`src/rtl/voc_map.vh`:
```
// register map, field layout, reset values and timing for the output block
// What this block does
// - data pin drive field 0x14[5:4]: 01=2x, 10=3x reset, 11=4x, 00 reserved
// - pixel clock drive field 0x14[3:2]: same codes, 10 at reset
// - sync drive field 0x14[1:0] covers hsync, vertical and enable pins
// - 0x06[7] puts field (0) or vsync (1, reset) on vertical pin
// - 0x05[4] puts data enable (0, reset) or field (1) on enable pin
// - 0x06[0] inverts only the pixel clock pin, mode independent
// - 0x06[1] hsync negative when 0 (reset), positive when 1
// - 0x06[2] vertical pin negative when 0 (reset), positive when 1
// - 0x06[3] enable pin (data enable or field) positive when 0, negative when 1
// - video synth strips deep colour and repetition, locks within one frame
// - audio clock is link clock times N over CTS, locks within 5 ms
// - crystal select 0x04[2:1], reset 01
// - primary mode 0x01[3:0]: 0101 component, 0110 graphics at reset
// - video standard 0x00[5:0] resets to 000010, read with primary mode
// - front end decodes every stream; mode only steers later processing
// - in either mode video goes to component path, audio to audio port
`ifndef VOC_MAP_VH
`define VOC_MAP_VH
`define VOC_OFS_STD 8'h00
`define VOC_OFS_MODE 8'h01
`define VOC_OFS_XTAL 8'h04
`define VOC_OFS_FSEL 8'h05
`define VOC_OFS_POL 8'h06
`define VOC_OFS_DRV 8'h14
`define VOC_OFS_STAT 8'h6a
`define VOC_RST_STD 6'h02
`define VOC_RST_MODE 4'h6
`define VOC_RST_XTAL 2'h1
`define VOC_RST_FSEL 1'h0
`define VOC_RST_POL 5'h10
`define VOC_RST_DRV 2'h2
`define VOC_XTAL_LO 1
`define VOC_FSEL_BIT 4
`define VOC_POL_VSEL 7
`define VOC_DRV_DATA 4
`define VOC_DRV_CLK 2
`define VOC_DRV_SYNC 0
`define VOC_PIX_STEP 5'h08
`define VOC_AUD_LOCK_MS 5
`define VOC_CLK_KHZ 40000
`define VOC_AUD_SETTLE 5'h10
`define VOC_LOSS_CYC 9'h100
`endif

```
`src/rtl/voc_out_stage.v`:
```
// output pin stage: sync muxing, polarity and registered pins
`timescale 1ns/1ps
`default_nettype none
module voc_out_stage (
	input wire clk, // system clock
	input wire rst_n, // async reset, active low
	input wire pix_in, // internal pixel clock level
	input wire hs_in, // hsync, active high
	input wire vs_in, // vsync, active high
	input wire field_in, // field flag
	input wire de_in, // data enable, active high
	input wire [4:0] pol, // {vsel, fpol, vpol, hpol, inv}
	input wire de_field_sel, // field onto enable pin
	output reg pixel_clock_out, // pixel clock pin
	output reg hsync_out, // hsync pin
	output reg vertical_sync_shared_pin, // vsync or field pin
	output reg de_out // enable or field pin
);
	wire vsrc = pol[4] ? vs_in : field_in;
	wire esrc = de_field_sel ? field_in : de_in;
	always @(posedge clk or negedge rst_n) begin
		if (!rst_n) begin
			pixel_clock_out <= 1'b0;
			hsync_out <= 1'b1;
			vertical_sync_shared_pin <= 1'b1;
			de_out <= 1'b0;
		end else begin
			pixel_clock_out <= pix_in ^ pol[0];
			hsync_out <= hs_in ^ ~pol[1];
			vertical_sync_shared_pin <= vsrc ^ ~pol[2];
			de_out <= esrc ^ pol[3];
		end
	end
endmodule // voc_out_stage
`default_nettype wire

```
`src/rtl/voc_i2c_slave.v`:
```
// serial register port slave with sub-address auto increment
`timescale 1ns/1ps
`default_nettype none
module voc_i2c_slave #(
	parameter [6:0] DEV_ADDR = 7'h4c // bus address, arbitrary
) (
	input wire clk, // system clock
	input wire rst_n, // async reset, active low
	input wire scl_in, // serial clock pin
	input wire sda_in, // serial data pin in
	output wire sda_out, // serial data pin out
	output reg sda_oe, // pulls data low when high
	output reg [7:0] reg_addr, // register pointer
	input wire [7:0] rd_data, // data at pointer
	output reg [7:0] wr_addr, // write address
	output reg [7:0] wr_data, // write data
	output reg wr_en // write pulse
);
	localparam [6:0] S_IDLE = 7'h01, S_ADR = 7'h02, S_SUB = 7'h04;
	localparam [6:0] S_WR = 7'h08, S_AK = 7'h10, S_RD = 7'h20;
	localparam [6:0] S_MA = 7'h40;
	reg [2:0] scl_q, sda_q;
	reg [6:0] st, nxt;
	reg [7:0] sh;
	reg [3:0] cnt;
	wire scl = scl_q[1];
	wire sda = sda_q[1];
	wire rise = scl & ~scl_q[2];
	wire fall = ~scl & scl_q[2];
	wire start = scl & scl_q[2] & sda_q[2] & ~sda;
	wire stop = scl & scl_q[2] & ~sda_q[2] & sda;
	assign sda_out = 1'b0;
	always @(posedge clk or negedge rst_n) begin
		if (!rst_n) begin
			scl_q <= 3'h7;
			sda_q <= 3'h7;
		end else begin
			scl_q <= {scl_q[1:0], scl_in};
			sda_q <= {sda_q[1:0], sda_in};
		end
	end
	always @(posedge clk or negedge rst_n) begin
		if (!rst_n) begin
			st <= S_IDLE;
			nxt <= S_IDLE;
			sh <= 8'h00;
			cnt <= 4'h0;
			sda_oe <= 1'b0;
			reg_addr <= 8'h00;
			wr_addr <= 8'h00;
			wr_data <= 8'h00;
			wr_en <= 1'b0;
		end else begin
			wr_en <= 1'b0;
			if (start) begin
				st <= S_ADR;
				cnt <= 4'h0;
				sda_oe <= 1'b0;
			end else if (stop) begin
				st <= S_IDLE;
				sda_oe <= 1'b0;
			end else begin
				case (st)
				S_ADR, S_SUB, S_WR: begin
					if (rise) begin
						sh <= {sh[6:0], sda};
						cnt <= cnt + 4'h1;
					end else if (fall && cnt == 4'h8) begin
						sda_oe <= 1'b1;
						st <= S_AK;
						if (st == S_ADR) begin
							nxt <= sh[0] ? S_RD : S_SUB;
							if (sh[7:1] != DEV_ADDR) begin
								sda_oe <= 1'b0;
								st <= S_IDLE;
							end
						end else if (st == S_SUB) begin
							reg_addr <= sh;
							nxt <= S_WR;
						end else begin
							wr_addr <= reg_addr;
							wr_data <= sh;
							wr_en <= 1'b1;
							reg_addr <= reg_addr + 8'h01;
							nxt <= S_WR;
						end
					end
				end
				S_AK, S_MA: begin
					if (rise && st == S_MA)
						nxt <= sda ? S_IDLE : S_RD;
					if (fall) begin
						cnt <= 4'h0;
						st <= nxt;
						sda_oe <= 1'b0;
						if (nxt == S_RD) begin
							sh <= rd_data;
							sda_oe <= ~rd_data[7];
						end
					end
				end
				S_RD: begin
					if (rise)
						cnt <= cnt + 4'h1;
					else if (fall && cnt == 4'h8) begin
						sda_oe <= 1'b0;
						st <= S_MA;
						reg_addr <= reg_addr + 8'h01;
					end else if (fall) begin
						sh <= {sh[6:0], 1'b0};
						sda_oe <= ~sh[6];
					end
				end
				S_IDLE: st <= S_IDLE;
				default: st <= S_IDLE;
				endcase
			end
		end
	end
endmodule // voc_i2c_slave
`default_nettype wire

```
`src/rtl/voc_top.v`:
```
// video output pin and mode configuration block with clock synthesis
`timescale 1ns/1ps
`default_nettype none
`include "voc_map.vh"
module voc_top #(
	parameter [6:0] DEV_ADDR = 7'h4c, // bus address, arbitrary
	parameter integer AUD_LOCK_CYC = `VOC_AUD_LOCK_MS * `VOC_CLK_KHZ,
	parameter integer VID_W = 24 // decoded pixel width
) (
	input wire clk, // 40 MHz system clock
	input wire rst_n, // async reset, active low
	input wire scl_in, // register port clock pin
	input wire sda_in, // register port data in
	output wire sda_out, // register port data out
	output wire sda_oe, // register port drive enable
	input wire link_clk_pin, // incoming link clock pin
	input wire [1:0] deep_color, // 0:8 1:10 2:12 3:16 bits
	input wire [3:0] pix_repeat, // repetition count minus one
	input wire [1:0] out_div, // datapath divide, log2
	input wire [19:0] acr_n, // audio N value
	input wire [19:0] acr_cts, // audio CTS value
	input wire acr_valid, // ACR packet pulse
	input wire [VID_W-1:0] dec_data, // decoded video
	input wire dec_valid, // decoded video valid
	input wire dec_hs, // decoded hsync, active high
	input wire dec_vs, // decoded vsync, active high
	input wire dec_field, // decoded field flag
	input wire dec_de, // decoded data enable
	input wire dec_audio, // decoded audio sample bit
	input wire dec_audio_valid, // decoded audio valid
	output reg [VID_W-1:0] component_processor_data, // decoded video out
	output reg component_processor_valid, // valid for video out
	output reg audio_out, // audio interface data
	output reg audio_out_valid, // audio interface valid
	output reg audio_mclk, // synthesized audio clock
	output wire pixel_clock_out, // pixel clock pin
	output wire hsync_out, // hsync pin
	output wire vertical_sync_shared_pin, // vsync or field pin
	output wire de_out, // enable or field pin
	output wire [1:0] data_drive_strength, // data pad drive
	output wire [1:0] clock_drive_strength, // clock pad drive
	output wire [1:0] sync_drive_strength, // sync pad drive
	output wire [1:0] crystal_frequency_select, // reference select
	output wire [3:0] primary_mode_select, // primary mode
	output wire [5:0] video_standard_select, // video standard
	output reg video_locked, // video synth locked
	output reg audio_locked // audio synth locked
);
	reg [5:0] std_r;
	reg [3:0] mode_r;
	reg [1:0] xtal_r;
	reg fsel_r;
	reg [4:0] pol_r;
	reg [5:0] drv_r;
	reg [7:0] rd_mux;
	wire [7:0] reg_addr, wr_addr, wr_data;
	wire wr_en;

	voc_i2c_slave #(.DEV_ADDR(DEV_ADDR)) u_port (
		.clk(clk),
		.rst_n(rst_n),
		.scl_in(scl_in),
		.sda_in(sda_in),
		.sda_out(sda_out),
		.sda_oe(sda_oe),
		.reg_addr(reg_addr),
		.rd_data(rd_mux),
		.wr_addr(wr_addr),
		.wr_data(wr_data),
		.wr_en(wr_en)
	);

	// coded fields stored as written; reserved codes are the host's problem
	always @(posedge clk or negedge rst_n) begin
		if (!rst_n) begin
			std_r <= `VOC_RST_STD;
			mode_r <= `VOC_RST_MODE;
			xtal_r <= `VOC_RST_XTAL;
			fsel_r <= `VOC_RST_FSEL;
			pol_r <= `VOC_RST_POL;
			drv_r <= {3{`VOC_RST_DRV}};
		end else if (wr_en) begin
			case (wr_addr)
			`VOC_OFS_STD: std_r <= wr_data[5:0];
			`VOC_OFS_MODE: mode_r <= wr_data[3:0];
			`VOC_OFS_XTAL: xtal_r <= wr_data[`VOC_XTAL_LO+:2];
			`VOC_OFS_FSEL: fsel_r <= wr_data[`VOC_FSEL_BIT];
			`VOC_OFS_POL: pol_r <= {wr_data[`VOC_POL_VSEL], wr_data[3:0]};
			`VOC_OFS_DRV: drv_r <= wr_data[5:0];
			default: drv_r <= drv_r;
			endcase
		end
	end

	always @* begin
		rd_mux = 8'h00;
		case (reg_addr)
		`VOC_OFS_STD: rd_mux = {2'h0, std_r};
		`VOC_OFS_MODE: rd_mux = {4'h0, mode_r};
		`VOC_OFS_XTAL: rd_mux = {5'h00, xtal_r, 1'b0};
		`VOC_OFS_FSEL: rd_mux = {3'h0, fsel_r, 4'h0};
		`VOC_OFS_POL: rd_mux = {pol_r[4], 3'h0, pol_r[3:0]};
		`VOC_OFS_DRV: rd_mux = {2'h0, drv_r};
		`VOC_OFS_STAT: rd_mux = {6'h00, audio_locked, video_locked};
		default: rd_mux = 8'h00;
		endcase
	end

	assign data_drive_strength = drv_r[`VOC_DRV_DATA+:2];
	assign clock_drive_strength = drv_r[`VOC_DRV_CLK+:2];
	assign sync_drive_strength = drv_r[`VOC_DRV_SYNC+:2];
	assign crystal_frequency_select = xtal_r;
	assign primary_mode_select = mode_r;
	assign video_standard_select = std_r;

	// link clock is sampled, so it must stay below half of clk
	reg [2:0] lnk_q;
	wire tick = lnk_q[1] & ~lnk_q[2];
	always @(posedge clk or negedge rst_n) begin
		if (!rst_n)
			lnk_q <= 3'h0;
		else
			lnk_q <= {lnk_q[1:0], link_clk_pin};
	end

	// deep colour: one pixel per bpc/8 link clocks via remainder accumulator
	reg [4:0] bpc;
	always @* begin
		case (deep_color)
		2'h0: bpc = 5'h08;
		2'h1: bpc = 5'h0a;
		2'h2: bpc = 5'h0c;
		2'h3: bpc = 5'h10;
		default: bpc = 5'h08;
		endcase
	end
	reg [4:0] dc_acc;
	reg [3:0] rep_cnt;
	reg [7:0] div_cnt;
	reg pix_lvl;
	wire [4:0] dc_sum = dc_acc + `VOC_PIX_STEP;
	wire dc_ev = tick && dc_sum >= bpc;
	wire rep_ev = dc_ev && rep_cnt == pix_repeat;
	wire [7:0] div_top = (8'h01 << out_div) - 8'h01;
	wire div_ev = rep_ev && div_cnt == div_top;
	always @(posedge clk or negedge rst_n) begin
		if (!rst_n) begin
			dc_acc <= 5'h00;
			rep_cnt <= 4'h0;
			div_cnt <= 8'h00;
			pix_lvl <= 1'b0;
		end else if (tick) begin
			dc_acc <= dc_ev ? dc_sum - bpc : dc_sum;
			if (dc_ev)
				rep_cnt <= rep_ev ? 4'h0 : rep_cnt + 4'h1;
			if (rep_ev)
				div_cnt <= div_ev ? 8'h00 : div_cnt + 8'h01;
			if (div_ev)
				pix_lvl <= ~pix_lvl;
		end
	end

	// video lock: next frame start after pixels run on a stable setup
	reg [5:0] cfg_q;
	reg [8:0] loss_cnt;
	reg pix_seen, vs_d;
	wire cfg_chg = cfg_q != {deep_color, pix_repeat};
	wire frame_go = dec_vs & ~vs_d;
	wire lost = loss_cnt == `VOC_LOSS_CYC;
	always @(posedge clk or negedge rst_n) begin
		if (!rst_n) begin
			cfg_q <= 6'h00;
			loss_cnt <= 9'h000;
			pix_seen <= 1'b0;
			vs_d <= 1'b0;
			video_locked <= 1'b0;
		end else begin
			cfg_q <= {deep_color, pix_repeat};
			vs_d <= dec_vs;
			if (tick)
				loss_cnt <= 9'h000;
			else if (!lost)
				loss_cnt <= loss_cnt + 9'h001;
			if (cfg_chg || lost) begin
				pix_seen <= 1'b0;
				video_locked <= 1'b0;
			end else begin
				if (rep_ev)
					pix_seen <= 1'b1;
				if (frame_go && pix_seen)
					video_locked <= 1'b1;
			end
		end
	end

	// audio: NCO adds 2N per link clock and wraps at CTS
	reg [19:0] n_r, cts_r;
	reg [20:0] a_acc;
	reg [17:0] a_tmr;
	reg [4:0] a_evs;
	// one toggle per event puts mclk at link rate times N over CTS;
	// the host must keep 2N at or below CTS
	wire [21:0] a_sum = {1'b0, a_acc} + {1'b0, n_r, 1'b0};
	wire [21:0] a_left = a_sum - {2'h0, cts_r};
	wire a_ev = tick && cts_r != 20'h00000 && a_sum >= {2'h0, cts_r};
	wire a_run = cts_r != 20'h00000;
	always @(posedge clk or negedge rst_n) begin
		if (!rst_n) begin
			n_r <= 20'h00000;
			cts_r <= 20'h00000;
			a_acc <= 21'h000000;
			a_tmr <= 18'h00000;
			a_evs <= 5'h00;
			audio_mclk <= 1'b0;
			audio_locked <= 1'b0;
		end else if (acr_valid) begin
			n_r <= acr_n;
			cts_r <= acr_cts;
			if (acr_n != n_r || acr_cts != cts_r) begin
				a_acc <= 21'h000000;
				a_tmr <= 18'h00000;
				a_evs <= 5'h00;
				audio_locked <= 1'b0;
			end
		end else if (a_run) begin
			if (tick)
				a_acc <= a_ev ? a_left[20:0] : a_sum[20:0];
			if (a_ev) begin
				audio_mclk <= ~audio_mclk;
				if (a_evs != `VOC_AUD_SETTLE)
					a_evs <= a_evs + 5'h01;
			end
			if (a_tmr != AUD_LOCK_CYC[17:0] - 18'h00001)
				a_tmr <= a_tmr + 18'h00001;
			// deadline forces lock so it never exceeds 5 ms
			if (a_evs == `VOC_AUD_SETTLE ||
			    a_tmr == AUD_LOCK_CYC[17:0] - 18'h00001)
				audio_locked <= 1'b1;
		end
	end

	// decode path does not depend on mode or standard
	always @(posedge clk or negedge rst_n) begin
		if (!rst_n) begin
			component_processor_data <= {VID_W{1'b0}};
			component_processor_valid <= 1'b0;
			audio_out <= 1'b0;
			audio_out_valid <= 1'b0;
		end else begin
			component_processor_data <= dec_data;
			component_processor_valid <= dec_valid;
			audio_out <= dec_audio;
			audio_out_valid <= dec_audio_valid;
		end
	end

	voc_out_stage u_pins (
		.clk(clk),
		.rst_n(rst_n),
		.pix_in(pix_lvl),
		.hs_in(dec_hs),
		.vs_in(dec_vs),
		.field_in(dec_field),
		.de_in(dec_de),
		.pol(pol_r),
		.de_field_sel(fsel_r),
		.pixel_clock_out(pixel_clock_out),
		.hsync_out(hsync_out),
		.vertical_sync_shared_pin(vertical_sync_shared_pin),
		.de_out(de_out)
	);
endmodule // voc_top
`default_nettype wire

```
`config.mk`:
```
export PLATFORM = sky130hd
export DESIGN_NAME = voc_top
export DESIGN_NICKNAME = d
export VERILOG_FILES = /design/src/rtl/voc_out_stage.v /design/src/rtl/voc_i2c_slave.v /design/src/rtl/voc_top.v
export VERILOG_INCLUDE_DIRS = /design/src /design/src/rtl
export SDC_FILE = /design/constraint.sdc
export NUM_CORES = 1
export LEC_CHECK = 0
export BUFFER_PORTS_ARGS = -buffer_cell sky130_fd_sc_hd__buf_2
export CAP_MARGIN = 20
export CORE_MARGIN = 2
export CORE_UTILIZATION = 35
export DETAILED_ROUTE_END_ITERATION = 7
export SLEW_MARGIN = 20
export SYNTH_ARGS = -nofsm -noshare
export SYNTH_HDL_FRONTEND = slang
export SYNTH_SLANG_ARGS = --single-unit
```
`constraint.sdc`:
```
create_clock -name clk -period 5.31 [get_ports clk]
set_clock_uncertainty 0.1 [all_clocks]
set_input_delay 0.2655 -clock clk [delete_from_list [all_inputs] [get_ports clk]]
set_output_delay 0.2655 -clock clk [all_outputs]
set_load 0.005 [all_outputs]
```
==> implementation parameters <==
Parameter                              Value

Run status
  Result of the run    finished, final reports clean

Die
  Std-Cell Core Area    0.0357 mm2
  Total number of placement rows    69
  Floorplan die width    195 um
  Ports    139
  Effective utilization at floorplan    35.7%
  Die footprint    0.0380 mm2
  DIE HEIGHT    195 um

STA
  Final number of max-transition violations    0
  Fraction of the cycle the final worst path needs    92.9%
  Shortest period the worst path allows    4930 ps
  RSZ-0062 raised after global routing    no
  Count of final setup violators    0
  Slew of the pin with the lowest slew margin    1010 ps
  Final Hold Violating Endpoints    0
  F_max    203 MHz
  Aggregate negative setup slack    0 ps
  Worst relative slew slack    32.7%

Drt
  Vias/cell    5.15
  Aggregate routed wire length    32300 um
  Number of antenna-violating nets in the routed design    0
  Detailed-route via count    10.2k
  Residual DRC    0
  Detailed router's first-iteration violation count    608
  1st-pass router iterations    5
  WL per Instance    16.4 um

Worst setup path
  Kind of critical path    reg2reg
  Library cell contributing the largest single delay on the critical path    sky130_fd_sc_hd__dfrtp_1
  Biggest cell delay along the critical path    400 ps
  Crit start category    flip-flop
  Max FO, Critical Path    15
  Data required time at the worst endpoint    5670 ps
  Signal arrival time at the worst endpoint    5290 ps
  Crit path capture type    flip-flop
  Worst-path cell chain    ha_1 -> fa_2 -> a211oi_2 -> o21a_1 -> o211ai_1 -> a21o_2 -> a21o_1 -> a21oi_1 -> xnor2_1 -> ha_1 -> and4_2 -> nand3_1 -> nor4_1 -> a211o_1 -> a41oi_1 -> nor3b_4 -> a21oi_2 -> buf_4 -> and3_1 -> a211o_1

Synthesis
  Area of the mapped netlist    0.0128 mm2
  Number of enable-type register cells in the synthesized netlist    0
  Main flop type after synthesis    sky130_fd_sc_hd__dfrtp_1
  Number of instances in the synthesized netlist    1267
  Unique masters post-synth    81
  Synthesized flop and latch total    233
  Warnings from Yosys    0
  Syn_nets    1412
  Share of synthesized flip-flops with an asynchronous set or reset    100%
  Mean cell area of the mapped netlist    10.1 um2
  Sequential fraction of the synthesis area    45.9%

CTS
  Clock-pin slew of the registers on the worst-case setup and hold paths    60 ps
  Number of buffers inserted by post-CTS setup repair    0
  Buffer cell driving the clock tree root    sky130_fd_sc_hd__clkbuf_16
  CTS tree    yes
  Source-to-sink clock delay at the later pin of the worst-skew pair    570 ps
  CTS sink cnt    233
  Total clock buffers created by CTS    28
  Maximum buffer depth of the clock tree    3
  H-Tree Depth    1

Layout
  Final cell count without fillers    1973
  Antenna cells    0
  Final core utilization    44.0%
  Commonest non-fill, non-tap cell in the layout    sky130_fd_sc_hd__dfrtp_1
  Fraction of final layout cells with drive strength greater than 1    20.2%
  Number of filler instances in the final layout    3460
  Fin nets    1638
  Most frequent cells in the layout    sky130_fd_sc_hd__dfrtp_1 (215), sky130_fd_sc_hd__buf_2 (136), sky130_fd_sc_hd__nand2_1 (112)
  Synthesis-to-layout area growth    23.2%

Placement
  Final RePlAce weighted congestion    0.894
  Quantity of I/O buffers inserted on ports    137
  DP Wirelength    23500 um
  Number of placed instances, taps included    1843

Min path
  Hold/Removal Path Class    in2reg

Power and ir drop
  Power per Cell Area    361 mW/mm2
  Worst voltage drop across the vdd grid    0.000248 V
  Leakage power total    7.11 nW

Global routing
  Largest net degree at the start of global routing    131
  Total congestion overflow    0
  Wire length of the first global-routing pass    52800 um
  Global router's overall resource usage    17.1%
  Via count of the first global-routing pass    10.0k
  Antenna violations before repair    0

Flow run
  Max Cap Violations    0
==> synthesized netlist by cell type, drive strengths merged (4+ instances only) <==
library cell / instances / share of area (%)
dfrtp: 215 / 42
o41ai: 4 / 0.33
ha: 57 / 5.6
nor2: 109 / 3.2
a211oi: 9 / 0.65
mux2i: 23 / 1.8
buf: 9 / 0.53
clkbuf: 25 / 0.75
or3: 4 / 0.20
o31ai: 4 / 0.24
and3: 20 / 1.0
o21ai: 90 / 3.5
dfstp: 18 / 3.7
a22oi: 5 / 0.29
inv: 48 / 1.4
nand3: 36 / 1.4
a31oi: 8 / 0.39
a21o: 20 / 1.2
nor4: 17 / 0.83
a21oi: 76 / 3.0
nor3b: 6 / 0.44
nand4: 25 / 1.3
nor4b: 5 / 0.34
nor3: 23 / 0.94
o211ai: 4 / 0.24
and2: 6 / 0.30
xor2: 32 / 2.2
nand2: 112 / 3.3
o21a: 8 / 0.47
mux2: 68 / 6.0
a22o: 5 / 0.34
a211o: 6 / 0.41
xnor2: 80 / 5.5
nor2b: 17 / 0.83
nand2b: 17 / 0.83
o21bai: 8 / 0.47
==> worst paths after layout <==
path	startpoint	to	slack, ps	cells after the start
worst min register to register	lnk_q[0]	lnk_q[1]	250	0
min in group asynchronous	rst_n	u_port.cnt[1]	270	2
worst max register to register	n_r[0]	a_evs[4]	380	20
max in group asynchronous	rst_n	component_processor_valid	3560	3
worst min-delay path	acr_valid	a_tmr[1]	90	4
worst max-delay path	n_r[0]	a_evs[4]	380	20
==> report_power, final <==
| part | switching [mW] | internal, mW |
|---|---|---|
| Clock | 0.787 | 1.15 |
| Sequential | 0.140 | 1.92 |
| Combinational | 0.921 | 0.759 |
==> state kept, by name (all words and copies together) (netlist names), 4 cells and up <==
signal,flops
drv_r,6
a_evs,5
u_port.wr_addr,8
u_port.wr_data,7
cfg_q,6
component_processor_data,24
primary_mode_select,4
rep_cnt,4
cts_r,20
u_port.nxt,4
div_cnt,8
n_r,20
pol_r,5
u_port.st,7
u_port.sh,8
a_tmr,18
video_standard_select,6
u_port.cnt,4
u_port.reg_addr,8
a_acc,21
dc_acc,4
loss_cnt,9
==> metal layers <==
layer	wire [um]	global-route usage, %	share of wire (%)
met5	0	0	0
met4	846	4.81	2.6
met3	1330	2.81	4.1
met2	15500	29.2	48
met1	14600	22.3	45
==> through the flow <==
step	hold slack [ps]	power (mW)	worst slack (ps)	cell area [um2]
after floorplan	-130	3.29	802	12800
after global placement	234	3.68	402	14000
after detailed placement	236	3.71	338	14000
after CTS	70.7	5.74	308	15700
after global routing	117	6.02	25.6	15700
final	93.8	5.68	377	15700
==> final cells by class <==
cell class	instances	area [um2]	share of cell area, %
sequential	233	5850	37.3
multi-input combinational	951	6570	41.8
clock inverter	8	123	0.780
clock buffer	41	810	5.15
tap	461	577	3.67
timing repair buffer	230	1600	10.2
inverter	49	184	1.17
==> kinds of logic after synthesis <==
family	Yosys count	share of synthesized area [%]
simple gates	407	15.7
buf+inv	83	2.72
xor+xnor	112	7.69
other cells	1	0.0294
compound gates	280	14.1
flops	233	45.9
mux	91	7.81
fa+ha+maj	60	6.06
==> repair_timing <==
item | 4_1_cts | 5_1_grt
hold endpoints to repair | 191 | 0
resized for setup | 0 | 1
setup endpoints to repair | 0 | 4
hold buffers | 81 | 0
==> critical path: cells and delay by family (launching register included) <==
kind | cells | cell delay, ps
adder cells (fa/ha/maj) | 3 | 980
XOR/XNOR | 1 | 160
buffers and inverters | 1 | 220
AO/OA/AOI/OAI | 10 | 2040
AND/OR/NAND/NOR | 5 | 930
flip-flops | 1 | 400
Note: power is estimated with default switching activity, not from simulation.
